File: src/verilog/ppw_cfg.svh
// Register map, field positions, reset values and timing of the pin wakeup.
`ifndef PPW_CFG_SVH
`define PPW_CFG_SVH

// ----------------------------------------------------------------------
// Register offsets and reset values
// ----------------------------------------------------------------------
`define PPW_OFS_FILTER_ENABLE 16'h102d
`define PPW_OFS_TRIGGER_MODE 16'h102e
`define PPW_OFS_WAKEUP_RESET 16'h102f
`define PPW_RST_FILTER_ENABLE 8'h00
`define PPW_RST_TRIGGER_MODE 8'h00
`define PPW_RST_WAKEUP_RESET 8'h00

// ----------------------------------------------------------------------
// Field positions
// ----------------------------------------------------------------------
`define PPW_FILT_LSB 4
`define PPW_EN_LSB 0
`define PPW_T3_HI_EN_BIT 7
`define PPW_T3_LO_EN_BIT 6
`define PPW_T3_LO_FALL_MASK 4'hc

// ----------------------------------------------------------------------
// Trigger mode codes
// ----------------------------------------------------------------------
`define PPW_MODE_RISE 2'h0
`define PPW_MODE_FALL 2'h1
`define PPW_MODE_LVL1 2'h2
`define PPW_MODE_LVL2 2'h3

// ----------------------------------------------------------------------
// Timing
// ----------------------------------------------------------------------
`define PPW_CLK_PERIOD_NS 10
`define PPW_DEB_TIME_NS 1000
`define PPW_DEB_CYCLES \
  ((`PPW_DEB_TIME_NS + `PPW_CLK_PERIOD_NS - 1) / `PPW_CLK_PERIOD_NS)

`endif

File: src/verilog/ppw_pkg.sv
// Types shared by the pin wakeup modules.
`default_nettype none

package ppw_pkg;

  typedef logic [1:0] ppw_mode_t;

  typedef struct packed {
    logic [15:0] addr;
    logic wr;
    logic rd;
    logic [7:0] wdata;
  } ppw_bus_s;

  typedef struct packed {
    logic trig;
    logic [3:0] cause;
  } ppw_evt_s;

  typedef enum logic {
    LVL_ARMED,
    LVL_SPENT
  } ppw_lvl_e;

endpackage

`default_nettype wire

File: src/verilog/ppw_sync_filter.sv
// Two-stage synchroniser and optional de-bounce for one pin nibble.
`include "ppw_cfg.svh"
`default_nettype none

module ppw_sync_filter (
  input wire logic i_clk,
  input wire logic i_rst_n,
  input wire logic [3:0] i_pins,
  input wire logic i_filter_en,
  output logic [3:0] o_level
);

  localparam logic [7:0] DEB_LAST = 8'(`PPW_DEB_CYCLES - 1);

  logic [3:0] sync1_ff;
  logic [3:0] sync2_ff;
  logic [3:0] cand_ff;
  logic [7:0] cnt_ff;
  logic [3:0] level_ff;
  logic [7:0] nxt_cnt;
  logic [3:0] nxt_level;

  // ----------------------------------------------------------------------
  // Filter decision
  // ----------------------------------------------------------------------
  always_comb
  begin
    nxt_cnt = 8'h00;
    nxt_level = level_ff;
    if (!i_filter_en)
    begin
      nxt_level = sync2_ff;
    end
    else if (sync2_ff == cand_ff)
    begin
      if (cnt_ff >= DEB_LAST)
      begin
        nxt_level = cand_ff;
        nxt_cnt = cnt_ff;
      end
      else
      begin
        nxt_cnt = cnt_ff + 8'h01;
      end
    end
  end

  always_ff @(posedge i_clk)
  begin
    if (!i_rst_n)
    begin
      sync1_ff <= 4'h0;
      sync2_ff <= 4'h0;
      cand_ff <= 4'h0;
      cnt_ff <= 8'h00;
      level_ff <= 4'h0;
    end
    else
    begin
      sync1_ff <= i_pins;
      sync2_ff <= sync1_ff;
      cand_ff <= sync2_ff;
      cnt_ff <= nxt_cnt;
      level_ff <= nxt_level;
    end
  end

  assign o_level = level_ff;
endmodule

`default_nettype wire

File: src/verilog/ppw_nibble_detect.sv
// Trigger detection for one nibble in one of the four trigger modes.
`include "ppw_cfg.svh"
`default_nettype none

module ppw_nibble_detect (
  input wire logic i_clk,
  input wire logic i_rst_n,
  input wire logic [3:0] i_level,
  input wire logic i_en,
  input wire ppw_pkg::ppw_mode_t i_mode,
  input wire logic [3:0] i_fall_mask,
  input wire logic i_setup,
  output ppw_pkg::ppw_evt_s o_evt
);

  logic [3:0] prev_ff;
  logic [3:0] ref_ff;
  logic en_d_ff;
  ppw_pkg::ppw_lvl_e state_ff;
  ppw_pkg::ppw_lvl_e nxt_state;
  ppw_pkg::ppw_evt_s evt_ff;
  ppw_pkg::ppw_evt_s nxt_evt;

  wire setup = i_setup | (i_en & ~en_d_ff);
  wire [3:0] fall_sel = {4{i_mode == `PPW_MODE_FALL}} ^ i_fall_mask;
  wire [3:0] rise_bits = i_level & ~prev_ff;
  wire [3:0] fall_bits = ~i_level & prev_ff;
  wire [3:0] edge_bits = (rise_bits & ~fall_sel) | (fall_bits & fall_sel);
  wire [3:0] diff_ref = i_level ^ ref_ff;
  wire [3:0] diff_prev = i_level ^ prev_ff;

  // ----------------------------------------------------------------------
  // Mode decode
  // ----------------------------------------------------------------------
  always_comb
  begin
    nxt_state = state_ff;
    nxt_evt = '0;
    unique case (i_mode)
      `PPW_MODE_RISE, `PPW_MODE_FALL:
      begin
        nxt_evt.cause = edge_bits;
      end
      `PPW_MODE_LVL1:
      begin
        if (state_ff == ppw_pkg::LVL_ARMED && diff_ref != 4'h0)
        begin
          nxt_evt.cause = diff_ref;
          nxt_state = ppw_pkg::LVL_SPENT;
        end
        else if (state_ff == ppw_pkg::LVL_SPENT && diff_ref == 4'h0)
        begin
          nxt_state = ppw_pkg::LVL_ARMED;
        end
      end
      `PPW_MODE_LVL2:
      begin
        nxt_evt.cause = diff_prev;
      end
    endcase
    if (setup || !i_en)
    begin
      nxt_state = ppw_pkg::LVL_ARMED;
      nxt_evt.cause = 4'h0;
    end
    nxt_evt.trig = |nxt_evt.cause;
  end

  always_ff @(posedge i_clk)
  begin
    if (!i_rst_n)
    begin
      prev_ff <= 4'h0;
      ref_ff <= 4'h0;
      en_d_ff <= 1'b0;
      state_ff <= ppw_pkg::LVL_ARMED;
      evt_ff <= '0;
    end
    else
    begin
      prev_ff <= i_level;
      ref_ff <= setup ? i_level : ref_ff;
      en_d_ff <= i_en;
      state_ff <= nxt_state;
      evt_ff <= nxt_evt;
    end
  end

  assign o_evt = evt_ff;
endmodule

`default_nettype wire

File: src/verilog/ppw_top.sv
// Port pin interrupt and wakeup detection with its three control registers.
//
// How it works
// - Filter bits 7:4 select de-bounce per first and second port nibble; third port is never filtered.
// - Enable bits 3:0 gate nibble triggers.
// - Two mode bits per nibble pick trigger.
// - Mode one fires once, leaving the reference.
// - Mode one re-arms when nibble returns.
// - Mode two fires on every nibble change.
// - Third high nibble: bit 7, rising edges.
// - Third low nibble: bit 6, mixed edges.
// - Bit 5 adds reset to third high wake.
// - Bits 4:0 select reset for other nibbles.
// - Firing nibble sets its causing pin flags.
`include "ppw_cfg.svh"
`default_nettype none

module ppw_top (
  input wire logic i_clk,
  input wire logic i_rst_n,
  input wire ppw_pkg::ppw_bus_s i_bus,
  output logic [7:0] o_rdata,
  input wire logic [7:0] i_first_port,
  input wire logic [7:0] i_second_port,
  input wire logic [7:0] i_third_port,
  input wire logic [7:0] i_first_port_flag_clr,
  input wire logic [7:0] i_second_port_flag_clr,
  input wire logic [7:0] i_third_port_flag_clr,
  output logic [7:0] o_first_port_flag,
  output logic [7:0] o_second_port_flag,
  output logic [7:0] o_third_port_flag,
  output logic [5:0] o_nibble_event,
  output logic o_wake,
  output logic o_wake_reset
);

  // ----------------------------------------------------------------------
  // Address decode
  // ----------------------------------------------------------------------
  function automatic logic addr_hit(input logic [15:0] addr,
                                    input logic [15:0] ofs);
    addr_hit = (addr == ofs);
  endfunction

  wire hit_filt = addr_hit(i_bus.addr, `PPW_OFS_FILTER_ENABLE);
  wire hit_mode = addr_hit(i_bus.addr, `PPW_OFS_TRIGGER_MODE);
  wire hit_wrst = addr_hit(i_bus.addr, `PPW_OFS_WAKEUP_RESET);
  wire wr_filt = i_bus.wr & hit_filt;
  wire wr_mode = i_bus.wr & hit_mode;
  wire wr_wrst = i_bus.wr & hit_wrst;

  // ----------------------------------------------------------------------
  // Control registers
  // ----------------------------------------------------------------------
  logic [7:0] filt_en_ff;
  logic [7:0] mode_ff;
  logic [7:0] wrst_ff;
  logic [7:0] rdata_ff;
  logic [7:0] nxt_rdata;

  always_comb
  begin
    nxt_rdata = rdata_ff;
    if (i_bus.rd)
    begin
      nxt_rdata = hit_filt ? filt_en_ff :
                  hit_mode ? mode_ff :
                  hit_wrst ? wrst_ff : 8'h00;
    end
  end

  always_ff @(posedge i_clk)
  begin
    if (!i_rst_n)
    begin
      filt_en_ff <= `PPW_RST_FILTER_ENABLE;
      mode_ff <= `PPW_RST_TRIGGER_MODE;
      wrst_ff <= `PPW_RST_WAKEUP_RESET;
      rdata_ff <= 8'h00;
    end
    else
    begin
      filt_en_ff <= wr_filt ? i_bus.wdata : filt_en_ff;
      mode_ff <= wr_mode ? i_bus.wdata : mode_ff;
      wrst_ff <= wr_wrst ? i_bus.wdata : wrst_ff;
      rdata_ff <= nxt_rdata;
    end
  end

  assign o_rdata = rdata_ff;

  // ----------------------------------------------------------------------
  // Per nibble configuration
  // ----------------------------------------------------------------------
  // Nibble index: 0 first low, 1 first high, 2 second low, 3 second high,
  // 4 third low, 5 third high.
  wire [23:0] pins_all = {i_third_port, i_second_port, i_first_port};
  wire [5:0] nib_en = {wrst_ff[`PPW_T3_HI_EN_BIT],
                       wrst_ff[`PPW_T3_LO_EN_BIT],
                       filt_en_ff[`PPW_EN_LSB +: 4]};
  wire [5:0] nib_filt = {2'b00, filt_en_ff[`PPW_FILT_LSB +: 4]};
  wire [11:0] nib_mode = {`PPW_MODE_RISE,
                          `PPW_MODE_RISE,
                          mode_ff};
  wire [23:0] nib_fall_mask = {4'h0, `PPW_T3_LO_FALL_MASK, 16'h0000};
  wire nib_setup = wr_mode | wr_filt | wr_wrst;

  logic [23:0] nib_level;
  logic [5:0] nib_trig;
  logic [23:0] nib_cause;

  // ----------------------------------------------------------------------
  // Detection chain per nibble
  // ----------------------------------------------------------------------
  genvar g;
  generate
    for (g = 0; g < 6; g++)
    begin : g_nib
      ppw_pkg::ppw_evt_s evt;

      ppw_sync_filter u_filter (
        .i_clk(i_clk),
        .i_rst_n(i_rst_n),
        .i_pins(pins_all[4*g +: 4]),
        .i_filter_en(nib_filt[g]),
        .o_level(nib_level[4*g +: 4])
      );

      ppw_nibble_detect u_detect (
        .i_clk(i_clk),
        .i_rst_n(i_rst_n),
        .i_level(nib_level[4*g +: 4]),
        .i_en(nib_en[g]),
        .i_mode(nib_mode[2*g +: 2]),
        .i_fall_mask(nib_fall_mask[4*g +: 4]),
        .i_setup(nib_setup),
        .o_evt(evt)
      );

      assign nib_trig[g] = evt.trig;
      assign nib_cause[4*g +: 4] = evt.cause;
    end
  endgenerate

  // ----------------------------------------------------------------------
  // Pin flags and wake outputs
  // ----------------------------------------------------------------------
  logic [23:0] flag_ff;
  logic [5:0] event_ff;
  logic wake_ff;
  logic wake_reset_ff;

  wire [23:0] flag_clr = {i_third_port_flag_clr,
                          i_second_port_flag_clr,
                          i_first_port_flag_clr};
  wire [23:0] nxt_flag = (flag_ff & ~flag_clr) | nib_cause;
  wire nxt_wake = |nib_trig;
  wire nxt_wake_reset = |(nib_trig & wrst_ff[5:0]);

  always_ff @(posedge i_clk)
  begin
    if (!i_rst_n)
    begin
      flag_ff <= 24'h000000;
      event_ff <= 6'h00;
      wake_ff <= 1'b0;
      wake_reset_ff <= 1'b0;
    end
    else
    begin
      flag_ff <= nxt_flag;
      event_ff <= nib_trig;
      wake_ff <= nxt_wake;
      wake_reset_ff <= nxt_wake_reset;
    end
  end

  assign o_first_port_flag = flag_ff[7:0];
  assign o_second_port_flag = flag_ff[15:8];
  assign o_third_port_flag = flag_ff[23:16];
  assign o_nibble_event = event_ff;
  assign o_wake = wake_ff;
  assign o_wake_reset = wake_reset_ff;
endmodule

`default_nettype wire

File: config.mk
export PLATFORM = sky130hd
export DESIGN_NAME = ppw_top
export DESIGN_NICKNAME = d
export VERILOG_FILES = /design/src/verilog/ppw_pkg.sv /design/src/verilog/ppw_sync_filter.sv /design/src/verilog/ppw_nibble_detect.sv /design/src/verilog/ppw_top.sv
export VERILOG_INCLUDE_DIRS = /design/src /design/src/verilog
export SDC_FILE = /design/constraint.sdc
export NUM_CORES = 1
export LEC_CHECK = 0
export ABC_AREA = 0
export ABC_CLOCK_PERIOD_IN_PS = 2280
export BUFFER_PORTS_ARGS = -buffer_cell sky130_fd_sc_hd__buf_4
export CELL_PAD_IN_SITES_DETAIL_PLACEMENT = 1
export CELL_PAD_IN_SITES_GLOBAL_PLACEMENT = 1
export CORE_UTILIZATION = 41
export DETAILED_ROUTE_END_ITERATION = 16
export GPL_TIMING_DRIVEN = 0
export PLACE_DENSITY_LB_ADDON = 0.1
export SLEW_MARGIN = 20
export SYNTH_ARGS = -nofsm -noshare
export SYNTH_HDL_FRONTEND = slang
export SYNTH_SLANG_ARGS = --single-unit
export TNS_END_PERCENT = 5
File: constraint.sdc
create_clock -name i_clk -period 2.28 [get_ports i_clk]
set_input_delay 0.684 -clock i_clk [delete_from_list [all_inputs] [get_ports i_clk]]
set_output_delay 0.684 -clock i_clk [all_outputs]
set_load 0.01 [all_outputs]
==> impl_metrics.csv, run 1 <==
group,metric,value,unit
yosys,synth_mux_area_share,5.86,%
yosys,synth_compound_area_share,11.6,%
yosys,synthArstFlopShare,0,%
floorplanning,start_util,41.9,%
worst_setup_path,endpoint_kind,"register",
worst_setup_path,startpoint_type,"input pin",
final_layout,final_common_cell,"dfxtp_1",
yosys,syn_nets,1215,
clocking,worst_skew_pair.late_latency,0.56,ns
pwr,p_leak,5.33,nW
placed_design,dp_hpwl,19600,um
global_route,antenna_found_initial,0,
floorplanning,die_height,163,um
worst_setup_path,cpMaxStageDelayCell,"or4b_4",
run,max_cap_viol_count,0,
routing,viasPerCell,4.95,
global_route,grt-ovfl-total,0,
clocking,cts_sinks,264,
timing,tightest_slew,0.821,ns
routing,vias,7923,
global_route,grt_max_degree,16,
yosys,seq_area_frac_synth,49.9,%
routing,routed_wl,26300,um
floorplanning,die_w,163,um
routing,drt-wirelength-per-cell,16.4,um
global_route,grt_pass1_wl,42100,um
timing,final_max_slew_viol_count,0,
timing,skew,0.0156,ns
global_route,grt.busiest_layer,"met2",
final_layout,final_cell_mix,"dfxtp_1 (264), buf_4 (114), and2_1 (98)",
placed_design,portBuffers,114,
timing,layout_min_cycle_time,2.21,ns
clocking,cts_max_level,1,
floorplanning,placementRows,58,
pwr,p_per_area,792,nW/um2
timing,rsz0062_at_grt,"no",
final_layout,final_area,13000,um2
worst_setup_path,rrSetupSlack,0.33,ns
yosys,synthCells,1099,
yosys,yosys-top-cells-area,"dfxtp_1 (50%), and2_1 (5.8%), ha_1 (4.7%), mux2i_1 (4.2%), xnor2_1 (3.3%)",
pwr,p_total,10.3,mW
global_route,grt_pass1_vias,8210,
yosys,yosys_most_used_dff,"dfxtp_1",
floorplanning,core-area,25300,um2
global_route,globalRouteMet1Util,25.5,%
yosys,synthAdderAreaFrac,4.73,%
yosys,yosysTopAreaCell,"dfxtp_1",
routing,route.antenna.remaining_nets,0,
yosys,ys_types,50,
clocking,cts_root_buffer,"clkbuf_16",
placed_design,dpl_cell_area,11900,um2
min_path,holdCritPathClass,"input pin to register",
final_layout,final_layout_size_suffix_gt1_share,17.7,%
yosys,synth_top_area_share,49.9,%
final_layout,nNetsFinal,1360,
clocking,numCtsBuffers,29,
final_layout,syn_to_final_growth,23.0,%
global_route,use_met3,3.11,%
worst_setup_path,cp_max_fo,10,
yosys,syn_avg_cell_area,9.63,um2
yosys,synth-xor-area-share,4.30,%
clocking,path_clk_slew,0.06,ns
timing,finalHoldViolCount,0,
worst_setup_path,crit_type,"input pin to register",
routing,drc,0,
global_route,globalRouteMet2Util,35.7,%
worst_setup_path,slowest_delay,0.60,ns
timing,relSlewSlack,45.1,%
timing,fmax,453,MHz
yosys,synth_warnings,0,
routing,firstDrtPassIters,4,
yosys,synth_top_family_by_area,"simple AND/OR/NAND/NOR gates",
worst_setup_path,worstPathCellList,"buf_4 -> or4b_4 -> nor4_4 -> clkbuf_1 -> nand3_1 -> a21oi_1",
routing,initialDrtViolationCount,342,
placed_design,place.gp.congestion,0.803,
yosys,synthSimpleGateAreaFrac,18.4,%
yosys,synth_area,10600,um2
global_route,grtUsageTotal,20.2,%
yosys,synth-edff-count,0,
status,status,"finished, final reports clean",
worst_setup_path,critical_path_required,2.75,ns
clocking,cts_setup_buffers,0,
floorplanning,io_pins,116,
floorplanning,die_area,26500,um2
yosys,ys_seq_elements,264,
clocking,cts_tree,"built",
timing,setup_viol,0,
clocking,clockBufferDepth,3,
worst_setup_path,arrival,2.67,ns
pwr,peakVddDrop,0.000548,V
timing,period_share,96.7,%
-- metal layers --
metal / vias up / part of all wire, %
met2: 135 / 49
met4: 0 / 2.2
met5: - / 0
met3: 41 / 4.3
met1: 3797 / 45
li1: 3950 / -
-- flip-flops by register name, indices dropped and copies added (netlist names), 8 cells and up --
name,flops
g_nib.u_filter.o_level,24
filt_en_ff,8
o_rdata,8
g_nib.u_filter.cand_ff,16
g_nib.u_filter.sync1_ff,24
mode_ff,8
g_nib.u_detect.o_evt,30
g_nib.u_filter.cnt_ff,32
g_nib.u_filter.sync2_ff,24
g_nib.u_detect.prev_ff,24
flag_ff,24
g_nib.u_detect.ref_ff,16
wrst_ff,8
-- where the power goes --
part,internal (mW),total (mW),switching [mW]
logic,0.190,0.407,0.217
registers,4.68,4.71,0.0353
clock network,3.25,5.20,1.95
-- synthesized netlist by cell type (2+ instances only) --
cell and instances:
dfxtp_1 264, and2_1 98, inv_1 93, nor2_1 90, nand2_1 89, a21oi_1 63
mux2i_1 44, clkbuf_1 41, ha_1 40, xnor2_1 40, o21ai_0 21, nand3_1 19
a22o_1 16, mux2_2 16, a21bo_2 12, nand3b_1 12, nand4_1 12, xor2_1 12
a22oi_1 11, a31oi_1 9, nand2b_1 9, and3_1 8, o21ai_1 7, a41oi_1 6
o21a_1 6, a32oi_1 4, nor2b_1 4, nor3b_1 4, o2111ai_4 4, o22ai_4 4
or2_2 4, or3_1 4, buf_1 3, buf_2 3, nand4b_1 3, nor4_1 3
nor4_2 3, a2111oi_0 2, nor4b_1 2, o2111ai_2 2, or4_1 2, or4b_2 2
-- area by class of cell --
| cell class | count | area [um2] |
|---|---|---|
| inverter | 93 | 349 |
| buffer | 49 | 215 |
| timing repair buffer | 114 | 856 |
| multi-input combinational | 693 | 4810 |
| clock buffer | 39 | 833 |
| clock inverter | 15 | 251 |
| tap | 330 | 413 |
| sequential | 264 | 5290 |
| antenna | 2 | 5.00 |
| fill | 2856 | 12200 |
-- critical path, delay by kind of cell --
kind / cells / cell delay [ns]
compound gates: 1 / 0.18
buf+inv: 2 / 0.55
simple gates: 3 / 1.25
-- logic make-up (layout without fill, tap and decap cells) --
family	after synthesis	in the layout
adders and majority gates	40	40
muxes	60	60
and+or+nand+nor	373	373
xor gates and xnor gates	52	52
other	0	2
buffers and inverters	142	310
AOI/OAI and AO/OA	168	168
DFF	264	264
-- final timing paths --
kind	from	to	cells after the start
setup / recovery	i_bus[23]	wrst_ff[3]	6
hold / removal	i_second_port[2]	g_nib[2].u_filter.sync1_ff[2]	2
setup reg to reg	g_nib[0].u_filter.cnt_ff[0]	g_nib[0].u_filter.o_level[1]	5
hold reg to reg	g_nib[3].u_filter.sync1_ff[2]	g_nib[3].u_filter.sync2_ff[2]	1
-- stage by stage --
| stage | TNS [ns] | util (%) | instances | worst slack, ns | hold WS, ns |
|---|---|---|---|---|---|
| final | 0 | 51.6 | 1599 | 0.0745 | 0.330 |
| after global placement | -48.77 | 47.1 | 1543 | -0.786 | 0.414 |
| after global routing | 0 | 51.5 | 1597 | 0.0121 | 0.312 |
| after floorplan | -7.06 | - | 1099 | -0.125 | 0.412 |
| after detailed placement | -53.45 | 47.1 | 1543 | -0.883 | 0.422 |
| after CTS | -0.0718 | 51.4 | 1597 | -0.0284 | 0.304 |
-- what timing repair did --
action / in CTS / in global routing
endpoints found under the setup margin: 26 / 19
hold buffers: 0 / 0
pin swaps: 0 / 0
hold endpoints to repair: 0 / 0
gates resized for setup: 1 / 6
No activity file was read; power rests on OpenSTA's default activity.
==> run 2: changes to the inputs <==
--- a/config.mk
+++ b/config.mk
@@ -11,12 +11,14 @@
 export BUFFER_PORTS_ARGS = -buffer_cell sky130_fd_sc_hd__buf_4
 export CELL_PAD_IN_SITES_DETAIL_PLACEMENT = 1
 export CELL_PAD_IN_SITES_GLOBAL_PLACEMENT = 1
-export CORE_UTILIZATION = 41
+export CORE_UTILIZATION = 43
 export DETAILED_ROUTE_END_ITERATION = 16
 export GPL_TIMING_DRIVEN = 0
+export HOLD_SLACK_MARGIN = 0.02
 export PLACE_DENSITY_LB_ADDON = 0.1
 export SLEW_MARGIN = 20
 export SYNTH_ARGS = -nofsm -noshare
 export SYNTH_HDL_FRONTEND = slang
+export SYNTH_HIERARCHICAL = 1
 export SYNTH_SLANG_ARGS = --single-unit
 export TNS_END_PERCENT = 5
==> impl_metrics.csv, run 2 <==
group,metric,value,unit
yosys,synth-xor-area-share,6.78,%
global_route,grt_pass1_wl,49500,um
pwr,p_total,11.7,mW
timing,finalHoldViolCount,0,
worst_setup_path,crit_type,"input pin to register",
status,status,"finished, violations left",
pwr,p_leak,7.11,nW
placed_design,place.gp.congestion,0.779,
global_route,grtUsageTotal,19.5,%
final_layout,post-route-util,54.1,%
final_layout,largest_register_ff_count,48,
status,violations,"negative setup slack",
timing,setup_viol,30,
yosys,synth_top_family_by_area,"simple AND/OR/NAND/NOR gates",
routing,drc,0,
routing,route.antenna.remaining_nets,0,
placed_design,pre_cts_slack,-1.26,ns
routing,firstDrtPassIters,4,
final_layout,final_cell_mix,"dfxtp_1 (298), buf_4 (122), and2_1 (115)",
yosys,syn_avg_cell_area,10.2,um2
floorplanning,start_util,44.1,%
timing,setup_tns,-3.29,ns
clocking,numCtsBuffers,35,
worst_setup_path,cpMostUsedCell,"buf_6",
min_path,hold_path_end,"g_nib[5].u_filter/sync1_ff[0]",
floorplanning,die_w,177,um
floorplanning,io_pins,116,
yosys,yosysMostFrequentCell,"dfxtp_1",
final_layout,syn_to_final_growth,22.5,%
clocking,clockBufferDepth,3,
yosys,synthAdderAreaFrac,5.70,%
worst_setup_path,slowest_delay,0.54,ns
timing,layout_min_cycle_time,2.63,ns
floorplanning,die_height,177,um
yosys,synth_top_area_share,45.3,%
clocking,path_clk_slew,0.06,ns
pwr,peakVddDrop,0.000469,V
placed_design,dpl_cell_area,14700,um2
yosys,yosys_most_used_dff,"dfxtp_1",
worst_setup_path,reg2reg_to,"g_nib[3].u_detect/o_evt[4]",
timing,setup_ws,-0.350,ns
timing,relSlewSlack,42.0,%
min_path,holdCritPathClass,"input pin to register",
clocking,cts_max_level,2,
yosys,ys_types,51,
yosys,synthCells,1293,
yosys,synthSimpleGateAreaFrac,19.6,%
worst_setup_path,cp_max_fo,5,
yosys,synth_common_cells,"dfxtp_1 (298), and2_1 (115), inv_1 (96), nor2_1 (80), xor2_1 (72)",
min_path,holdPathStages,2,
pwr,p_per_area,726,nW/um2
floorplanning,placementRows,63,
routing,initialDrtViolationCount,338,
worst_setup_path,cpMaxStageDelayCell,"or4b_4",
timing,tightest_slew,0.870,ns
clocking,cts_sinks,298,
routing,drt-wirelength-per-cell,16.0,um
worst_setup_path,r2r_start,"g_nib[3].u_filter/o_level[0]",
run,max_cap_viol_count,0,
final_layout,final_area,16100,um2
yosys,seq_area_frac_synth,45.3,%
global_route,grt_pass1_vias,10100,
worst_setup_path,endpoint_kind,"register",
floorplanning,die_area,31400,um2
final_layout,final_common_cell,"dfxtp_1",
yosys,synth_warnings,6,
timing,rsz0062_at_grt,"yes",
worst_setup_path,arrival,2.99,ns
clocking,cts_root_buffer,"clkbuf_16",
final_layout,nNetsFinal,1623,
yosys,synthArstFlopShare,0,%
timing,fmax,380,MHz
routing,routed_wl,30300,um
worst_setup_path,startpoint_type,"input pin",
clocking,worst_skew_pair.late_latency,0.50,ns
global_route,grt_max_degree,78,
timing,period_share,115,%
final_layout,fillers,3340,
final_layout,regMostFlops,"g_nib.u_filter/cnt_ff",
clocking,cts_tree,"built",
routing,vias,9675,
yosys,yosys-top-cells-area,"dfxtp_1 (45%), ha_1 (5.7%), and2_1 (5.5%), mux2i_1 (5.3%), xor2_1 (4.8%)",
worst_setup_path,worstPathCellList,"buf_6 -> or4b_4 -> buf_6 -> nor4_4 -> buf_6 -> o31a_4 -> buf_12 -> nor3b_4 -> o211a_1 -> or4_1",
yosys,synth_area,13200,um2
global_route,antenna_found_initial,0,
routing,viasPerCell,5.09,
min_path,min-delay-start,"i_third_port[4]",
yosys,synth_mux_area_share,7.54,%
final_layout,final_layout_size_suffix_gt1_share,18.4,%
worst_setup_path,ff2ff_path_depth,7,
yosys,synth_compound_area_share,10.3,%
yosys,synth-edff-count,0,
final_layout,n_antenna_cell,0,
floorplanning,core-area,29900,um2
timing,skew,0.00876,ns
yosys,ys_seq_elements,298,
global_route,grt-ovfl-total,0,
yosys,yosysTopAreaCell,"dfxtp_1",
timing,final_max_slew_viol_count,0,
worst_setup_path,rrSetupSlack,0.21,ns
worst_setup_path,critical_path_required,2.64,ns
placed_design,dp_hpwl,20600,um
placed_design,portBuffers,114,
run 2: per-stage QoR:
stage	hold slack, ns	instances
finish	0.386	1901
detailed placement	0.421	1825
global route	0.378	1901
global placement	0.414	1825
CTS	0.371	1898
floorplan	0.412	1321
run 2: cells by family after synthesis:
logic type	Yosys count
adders and majority gates	60
muxes	94
buffers and inverters	143
other	2
xor gates and xnor gates	102
and+or+nand+nor	422
AOI/OAI and AO/OA	172
DFF	298
run 2: area by class of cell:
cell class                      instances  area, um2  share of cell area (%)
Timing Repair Buffer                  131       1050                    6.49
Clock inverter                         11        190                    1.18
Clock buffer                           50       1000                    6.22
Buffer                                 44        254                    1.57
Multi-Input combinational cell        880       6830                    42.3
Inverter                               97        364                    2.25
Tap cell                              390        488                    3.02
Sequential cell                       298       5970                    36.9
run 2: worst max-delay path by stage:
stage	end	cells after the start	from	slack [ns]
2_1_floorplan	g_nib[0].u_detect/o_evt[4]	8	i_bus[19]	-0.71
3_3_place_gp	g_nib[4].u_detect/o_evt[4]	8	i_bus[14]	-1.27
3_5_place_dp	g_nib[5].u_detect/o_evt[4]	8	i_bus[14]	-1.26
4_1_cts	g_nib[1].u_detect/o_evt[4]	10	i_bus[16]	-0.40
5_1_grt	g_nib[4].u_detect/o_evt[4]	9	i_bus[23]	-0.37
6_report	g_nib[1].u_detect/o_evt[4]	10	i_bus[16]	-0.35
run 2: repair_timing:
| action | CTS | global route |
|---|---|---|
| pin swaps | 17 | 12 |
| hold buffers | 0 | 0 |
| setup buffers | 13 | 4 |
| endpoints found under the setup margin | 60 | 40 |
| resized for setup | 15 | 15 |
| hold endpoints to repair | 0 | 0 |
run 2: worst max-delay path, delay by kind of cell:
kind            cells  cell delay (ns)
simple gates        4             1.45
compound gates      2             0.31
buf+inv             4             0.56
run 2: power by group:
| part | leakage, nW | internal, mW | switching, mW | total, mW |
|---|---|---|---|---|
| clock network | 0.580 | 3.63 | 2.15 | 5.78 |
| registers | 2.42 | 5.29 | 0.0595 | 5.35 |
| logic | 4.11 | 0.286 | 0.311 | 0.598 |
| total | 7.11 | 9.21 | 2.52 | 11.7 |
run 2: metal layers:
| layer | up-vias | track usage, % | wire length (um) |
|---|---|---|---|
| met2 | 153 | 35.3 | 15100 |
| li1 | 4767 | - | - |
| met3 | 49 | 3.01 | 1280 |
| met5 | - | 0 | 0 |
| met4 | 0 | 4.92 | 603 |
| met1 | 4706 | 24.0 | 13400 |
